### config.mk
export PLATFORM = sky130hd
export DESIGN_NAME = sar_conversion_sequencer
export DESIGN_NICKNAME = d
export VERILOG_FILES = /design/src/sar_seq_pkg.sv /design/src/pin_sync.sv /design/src/sar_conversion_sequencer.sv
export SDC_FILE = /design/constraint.sdc
export NUM_CORES = 1
export LEC_CHECK = 0
export BUFFER_PORTS_ARGS = -buffer_cell sky130_fd_sc_hd__buf_2
export CAP_MARGIN = 20
export CORE_MARGIN = 3
export CORE_UTILIZATION = 55
export DETAILED_ROUTE_END_ITERATION = 8
export HOLD_SLACK_MARGIN = 0.02
export PLACE_DENSITY = 0.9
export SYNTH_ARGS = -nofsm -noshare
export SYNTH_HDL_FRONTEND = slang
export SYNTH_HIERARCHICAL = 1
export SYNTH_SLANG_ARGS = --single-unit
### constraint.sdc
create_clock -name sys_clk -period 2.3 [get_ports sys_clk]
set_clock_uncertainty 0.2 [all_clocks]
set_input_delay 0.46 -clock sys_clk [delete_from_list [all_inputs] [get_ports sys_clk]]
set_output_delay 0.46 -clock sys_clk [all_outputs]
set_load 0.05 [all_outputs]
### src/sar_seq_pkg.sv
package sar_seq_pkg;
  localparam int RESULT_BITS = 12;
  localparam int CLK_PERIOD_PS = 4000;
  // Acquire time the host must leave between conversions
  localparam int ACQ_MIN_PS = 50000;
  localparam int ACQ_MIN_CYCLES = (ACQ_MIN_PS + CLK_PERIOD_PS - 1) / CLK_PERIOD_PS;
  // Settling cycles allowed per bit trial
  localparam int BIT_SETTLE_CYCLES = 4;
  localparam int SYNC_STAGES = 3;
  typedef enum logic [1:0] {
    ST_ACQUIRE,
    ST_CLEAR,
    ST_CONVERT,
    ST_LOAD
  } seq_state_t;
endpackage

### src/pin_sync.sv
`timescale 1ns/100ps
// Three-stage synchroniser; output changes once stages two and three agree
module pin_sync #(
  parameter logic RESET_VAL = 1'b1
) (
  input wire logic sys_clk,
  input wire logic srst,
  input wire logic pinIn,
  output logic pinOut
);
  logic [sar_seq_pkg::SYNC_STAGES-1:0] stage_r;

  always_ff @(posedge sys_clk) begin
    if (srst) begin
      stage_r <= {sar_seq_pkg::SYNC_STAGES{RESET_VAL}};
    end else begin
      stage_r <= {stage_r[sar_seq_pkg::SYNC_STAGES-2:0], pinIn};
    end
  end

  always_ff @(posedge sys_clk) begin
    if (srst) begin
      pinOut <= RESET_VAL;
    end else if (stage_r[1] == stage_r[2]) begin
      pinOut <= stage_r[2];
    end
  end
endmodule

### src/sar_conversion_sequencer.sv
`timescale 1ns/100ps
module sar_conversion_sequencer #(
  parameter int RESULT_BITS = sar_seq_pkg::RESULT_BITS,
  parameter int BIT_SETTLE_CYCLES = sar_seq_pkg::BIT_SETTLE_CYCLES
) (
  input wire logic sys_clk,
  input wire logic srst,
  input wire logic chipSelect_n,
  input wire logic convert_start_n,
  input wire logic compKeep,
  output logic busy,
  output logic compZero,
  output logic [RESULT_BITS-1:0] dacCode,
  output logic [RESULT_BITS-1:0] resultData,
  output logic acqReady
);
  localparam int BIT_IDX_W = $clog2(RESULT_BITS);
  localparam int SETTLE_W = $clog2(BIT_SETTLE_CYCLES + 1);
  localparam int ACQ_W = $clog2(sar_seq_pkg::ACQ_MIN_CYCLES + 1);
  localparam logic [BIT_IDX_W-1:0] MSB_IDX = BIT_IDX_W'(RESULT_BITS - 1);
  localparam logic [SETTLE_W-1:0] SETTLE_LAST = SETTLE_W'(BIT_SETTLE_CYCLES - 1);
  localparam logic [ACQ_W-1:0] ACQ_LAST = ACQ_W'(sar_seq_pkg::ACQ_MIN_CYCLES);

  sar_seq_pkg::seq_state_t state_r;
  logic csSync;
  logic startSync;
  logic startSyncDly_r;
  logic startEdge;
  logic [RESULT_BITS-1:0] approximation_register_r;
  logic [BIT_IDX_W-1:0] bitIdx_r;
  logic [SETTLE_W-1:0] settle_r;
  logic [ACQ_W-1:0] acqCnt_r;
  logic bitDone;
  logic inClear;
  logic inLoad;
  logic decide;
  logic lastBit;

  // Both pins cross into sys_clk the same way, so their latencies match and
  // chip select still qualifies the start edge it was set up for
  localparam int PIN_COUNT = 2;
  localparam int PIN_CS = 0;
  localparam int PIN_START = 1;
  logic [PIN_COUNT-1:0] pinRaw;
  logic [PIN_COUNT-1:0] pinSynced;

  assign pinRaw[PIN_CS] = chipSelect_n;
  assign pinRaw[PIN_START] = convert_start_n;

  for (genvar p = 0; p < PIN_COUNT; p++) begin : gPin
    pin_sync #(
      .RESET_VAL(1'b1)
    ) pin_sync_i (
      .sys_clk(sys_clk),
      .srst(srst),
      .pinIn(pinRaw[p]),
      .pinOut(pinSynced[p])
    );
  end

  assign csSync = pinSynced[PIN_CS];
  assign startSync = pinSynced[PIN_START];

  // Resets to the idle pin level, so leaving reset shows no false falling edge
  always_ff @(posedge sys_clk) begin
    if (srst) begin
      startSyncDly_r <= 1'b1;
    end else begin
      startSyncDly_r <= startSync;
    end
  end

  // Falling edge qualified by chip select low
  assign startEdge = startSyncDly_r && !startSync && !csSync;
  assign bitDone = (settle_r == SETTLE_LAST);
  assign inClear = (state_r == sar_seq_pkg::ST_CLEAR);
  assign inLoad = (state_r == sar_seq_pkg::ST_LOAD);
  // A bit is decided on the last cycle of its settle window
  assign decide = (state_r == sar_seq_pkg::ST_CONVERT) && bitDone;
  assign lastBit = (bitIdx_r == '0);

  // Sequencer runs only on sys_clk; no external conversion clock needed
  always_ff @(posedge sys_clk) begin
    if (srst) begin
      state_r <= sar_seq_pkg::ST_ACQUIRE;
    end else begin
      unique case (state_r)
        sar_seq_pkg::ST_ACQUIRE: begin
          if (startEdge) begin
            state_r <= sar_seq_pkg::ST_CLEAR;
          end
        end
        // Edges seen here and below are dropped, never queued
        sar_seq_pkg::ST_CLEAR: begin
          state_r <= sar_seq_pkg::ST_CONVERT;
        end
        sar_seq_pkg::ST_CONVERT: begin
          if (decide && lastBit) begin
            state_r <= sar_seq_pkg::ST_LOAD;
          end
        end
        sar_seq_pkg::ST_LOAD: begin
          state_r <= sar_seq_pkg::ST_ACQUIRE;
        end
      endcase
    end
  end

  // Cycles the current trial has had to settle on the comparator
  always_ff @(posedge sys_clk) begin
    if (srst) begin
      settle_r <= '0;
    end else if (state_r != sar_seq_pkg::ST_CONVERT || bitDone) begin
      settle_r <= '0;
    end else begin
      settle_r <= settle_r + SETTLE_W'(1);
    end
  end

  // Walks from MSB to LSB and rests at zero through the load
  always_ff @(posedge sys_clk) begin
    if (srst) begin
      bitIdx_r <= MSB_IDX;
    end else if (state_r == sar_seq_pkg::ST_CLEAR) begin
      bitIdx_r <= MSB_IDX;
    end else if (state_r == sar_seq_pkg::ST_CONVERT && bitDone && bitIdx_r != '0) begin
      bitIdx_r <= bitIdx_r - BIT_IDX_W'(1);
    end
  end

  // One slice per bit: the trial flop is steered by the bit index, the latch by the load.
  // The comparator judges an offset-binary trial; flipping the MSB gives two's complement.
  for (genvar b = 0; b < RESULT_BITS; b++) begin : gBit
    localparam logic IS_MSB = (b == RESULT_BITS - 1);
    logic isTrial;
    logic isNext;

    assign isTrial = (bitIdx_r == BIT_IDX_W'(b));
    assign isNext = (bitIdx_r == BIT_IDX_W'(b + 1));

    // Cleared at cycle start with only the MSB raised as the first trial
    always_ff @(posedge sys_clk) begin
      if (srst) begin
        approximation_register_r[b] <= 1'b0;
      end else if (inClear) begin
        approximation_register_r[b] <= IS_MSB;
      end else if (decide && isTrial) begin
        approximation_register_r[b] <= compKeep;
      end else if (decide && isNext) begin
        // Raising the next trial on the deciding edge saves a cycle per bit
        approximation_register_r[b] <= 1'b1;
      end
    end

    // Latched on the same edge on which busy rises
    always_ff @(posedge sys_clk) begin
      if (srst) begin
        resultData[b] <= 1'b0;
      end else if (inLoad) begin
        resultData[b] <= approximation_register_r[b] ^ IS_MSB;
      end
    end
  end

  always_ff @(posedge sys_clk) begin
    if (srst) begin
      busy <= 1'b1;
    end else if (state_r == sar_seq_pkg::ST_ACQUIRE && startEdge) begin
      busy <= 1'b0;
    end else if (state_r == sar_seq_pkg::ST_LOAD) begin
      // Rises with the latch load, so data is valid at the edge
      busy <= 1'b1;
    end
  end

  // Released on the edge busy falls, so comparing starts with the clear cycle
  always_ff @(posedge sys_clk) begin
    if (srst) begin
      compZero <= 1'b1;
    end else begin
      compZero <= (state_r == sar_seq_pkg::ST_ACQUIRE && !startEdge)
                  || state_r == sar_seq_pkg::ST_LOAD;
    end
  end

  // The DAC follows the register flops directly; a registered copy would lag the
  // trial by a cycle and a one-cycle settle would then judge the previous trial
  assign dacCode = approximation_register_r;

  // Status only: the host is trusted to wait; early requests still convert
  always_ff @(posedge sys_clk) begin
    if (srst) begin
      acqCnt_r <= ACQ_LAST;
    end else if (state_r != sar_seq_pkg::ST_ACQUIRE) begin
      acqCnt_r <= '0;
    end else if (acqCnt_r != ACQ_LAST) begin
      acqCnt_r <= acqCnt_r + ACQ_W'(1);
    end
  end

  assign acqReady = (acqCnt_r == ACQ_LAST);
endmodule

==> results.py <==
metrics = {
    "sta": {
        "rsz0062_at_grt": "no",
        "period_needed_ns": 2.07,
        "hold_slack_ns": 0.134,
        "timing.final.max_slew_violations": 0,
        "relSlewSlack_pct": 46.2,
        "hold_viol_final": 0,
        "finalSetupTns_ns": 0,
        "report.final.setup_viol": 0,
        "max_slew.worst_pin.slew_ns": 0.806,
        "period_share_pct": 90.0,
        "fmax_mhz": 483,
    },
    "floorplanning": {
        "start_util_pct": 60.1,
        "row_count": 21,
        "die_x_um": 67.8,
        "ios": 32,
        "dieArea_mm2": 0.00459,
        "core_mm2": 0.00349,
        "die_h_um": 67.8,
    },
    "power": {
        "max-vdd-ir-drop_uv": 493,
        "p_comb_share_pct": 21.7,
        "total_leakage_power_uw": 0.00103,
        "p_sw_uw": 612,
        "power_density_mw_per_mm2": 847,
        "swShare_pct": 30.5,
        "clockPowerShare_pct": 31.7,
        "internal_power_uw": 1400,
        "pwr-share-seq_pct": 46.6,
    },
    "yosys": {
        "ys_top_cells_by_area": "dfxtp_1, ha_1, mux2i_1",
        "synth_cells": 216,
        "ys_async_sr_fraction_pct": 0,
        "yosys_register_bits": 48,
        "synth_cell_types": 50,
        "syn-num-nets": 234,
        "yosys.area.top_type": "dfxtp_1",
        "synth-edff-count": 0,
        "seq_area_frac_synth_pct": 45.8,
        "netlist_area_mm2": 0.00210,
        "synth_top_area_share_pct": 45.8,
        "synth_top_flop_cell": "dfxtp_1",
        "postSynthAreaPerCell_um2": 9.72,
        "yosys_warnings": 6,
    },
    "min_path": {
        "hp-class": "primary input to flip-flop",
        "min-delay-start": "chipSelect_n",
        "hold-path-endpoint": "gPin[0].pin_sync_i/stage_r[0]",
        "holdPathStages": 2,
    },
    "critical_path": {
        "arrival_ns": 1.41,
        "reg2reg_from": "state_r[0]",
        "r2r_setup_slack_ns": 0.38,
        "worstPathCellList": "ha_1 > nand3_1 > inv_1 > buf_2",
        "critPathMaxStageDelay_ns": 0.41,
        "slowest_stage": "dfxtp_1",
        "critical_path_class": "flip-flop to primary output",
        "required_ns": 1.64,
        "start_kind": "flip-flop",
        "r2r_cells": 5,
        "crit_path_end_kind": "primary output",
        "cp_max_fo": 5,
        "r2r-end": "dacCode[7]",
    },
    "clocking": {
        "cts_tree": "built",
        "clock_path_buffers": 2,
        "htreeDepth": 2,
        "cts-root-buf": "clkbuf_8",
        "post_cts_resized": 0,
        "holdBufCountCts": 0,
        "cts_num_sinks": 48,
        "clk_pin_slew_worst_paths_ns": 0.09,
        "cts_setup_buffers": 0,
        "cts_made_buffers": 5,
        "clk_latency_ns": 0.30,
    },
    "detailed_routing": {
        "drc": 0,
        "antenna_left": 0,
        "num_vias": 1628,
        "drt-initial-drc-count": 116,
        "viasPerCell": 5.61,
        "firstDrtPassIters": 4,
        "routed_wl_um": 4150,
        "wl_per_cell_um": 14.3,
    },
    "finish": {
        "n_antenna_cell": 0,
        "num-fill-cells": 259,
        "nNetsFinal": 261,
        "area_delta_synth_final_pct": 13.0,
        "final_core_util_pct": 67.9,
        "layout-drive-gt1-share_pct": 20.9,
    },
    "global_route": {
        "grt_pass1_vias": 1512,
        "grt_pass1_wl_um": 6820,
        "antenna_found_initial": 0,
        "grt_overflow_total": 0,
        "grt_start_max_net_pins": 24,
        "grt_util_all_layers_pct": 19.6,
    },
    "placement": {
        "gp_congestion": 0.872,
        "dp.final_hpwl_um": 2900,
        "port_buffers": 31,
    },
    "status": {
        "run_status": "complete, no violations",
    },
    "flow_run": {
        "max-cap-violations": 0,
    },
}
-- how the worst max path moves through the flow --
stage                     start          end  cells past startpoint
floorplan           settle_r[0]   dacCode[7]                      7
global placement     state_r[0]  bitIdx_r[3]                      4
detailed placement   state_r[0]  bitIdx_r[3]                      4
CTS                 acqCnt_r[0]     acqReady                      4
global route        acqCnt_r[0]     acqReady                      4
finish              acqCnt_r[0]     acqReady                      4
-- critical path: cells and delay by family, from the launching register on --
family | cells | cell delay [ns]
adder cells (fa/ha/maj) | 1 | 0.18
AND/OR/NAND/NOR | 1 | 0.18
buffers and inverters | 2 | 0.35
flip-flops | 1 | 0.41
-- flip-flops by register name (all words and copies together) (netlist names), 2 cells and up --
register	flops
dacCode	12
gPin.pin_sync_i/stage_r	6
acqCnt_r	4
bitIdx_r	4
gPin.pin_sync_i/pinOut	2
settle_r	3
resultData	12
state_r	2
-- per-stage QoR --
| step | setup slack, ns | std cells | total power (µW) | instance area, µm² |
|---|---|---|---|---|
| CTS | 0.232 | 290 | 2020 | 2370 |
| global route | 0.137 | 290 | 2100 | 2370 |
| global placement | 0.500 | 282 | 1360 | 2250 |
| finish | 0.230 | 290 | 2010 | 2370 |
| floorplan | 0.575 | 216 | 1290 | 2100 |
| detailed placement | 0.445 | 282 | 1380 | 2250 |
-- Yosys cell counts (2+ instances only) --
cell type,instances
o21ai_0,6
inv_1,10
nor3_1,10
nor2b_1,2
nand3_1,6
nand2_1,3
o21bai_1,3
mux2i_1,13
buf_4,2
buf_2,6
or2_1,6
o211a_1,3
dfxtp_1,48
nand4b_1,2
a31oi_1,4
o32ai_1,2
nor2_1,24
nand2b_1,6
nor4_1,2
a311oi_1,2
or3b_2,2
or2_2,3
ha_1,13
a21oi_1,12
-- cell families (layout without fill, tap and decap cells) --
family,after synthesis,count (layout),synth area share (%)
and+or+nand+nor,74,74,19.4
DFF,48,48,45.8
AOI/OAI and AO/OA,43,43,14.4
buffers and inverters,22,50,5.06
muxes,14,14,6.73
adders and majority gates,13,13,7.75
xor gates and xnor gates,2,2,0.834
-- cell usage in the layout, fill, tap and decap left out, types with 3 or more instances in the layout --
master	n
a21oi_1	12
a31oi_1	4
buf_2	31
clkbuf_8	6
dfxtp_1	48
ha_1	13
inv_1	10
mux2i_1	13
nand2_1	3
nand2b_1	6
nand3_1	6
nor2_1	24
nor3_1	10
o211a_1	3
o21ai_0	6
o21bai_1	3
or2_1	6
or2_2	3
-- per-layer routing --
metal	vias to the layer above	part of all wire, %	track usage (%)
met5	-	0	0
met4	0	1.5	6.20
met3	10	4.9	4.66
met2	45	48	33.9
met1	754	46	23.9
li1	819	-	-
-- layout make-up --
cell class / instances / area, µm² / area share (%)
clock buffer: 6 / 82.6 / 3.48
tap: 46 / 57.6 / 2.43
multi-input combinational: 146 / 1030 / 43.5
clock inverter: 2 / 38.8 / 1.64
inverter: 10 / 37.5 / 1.58
sequential: 48 / 961 / 40.5
timing repair buffer: 32 / 163 / 6.86
-- power groups by stage --
stage	registers (µW)	logic, µW	clock network (µW)
floorplan	986	305	0
global placement	950	411	0
detailed placement	954	427	0
CTS	935	436	646
global route	944	475	677
finish	936	436	638
Power figures use the tool's default switching activity.
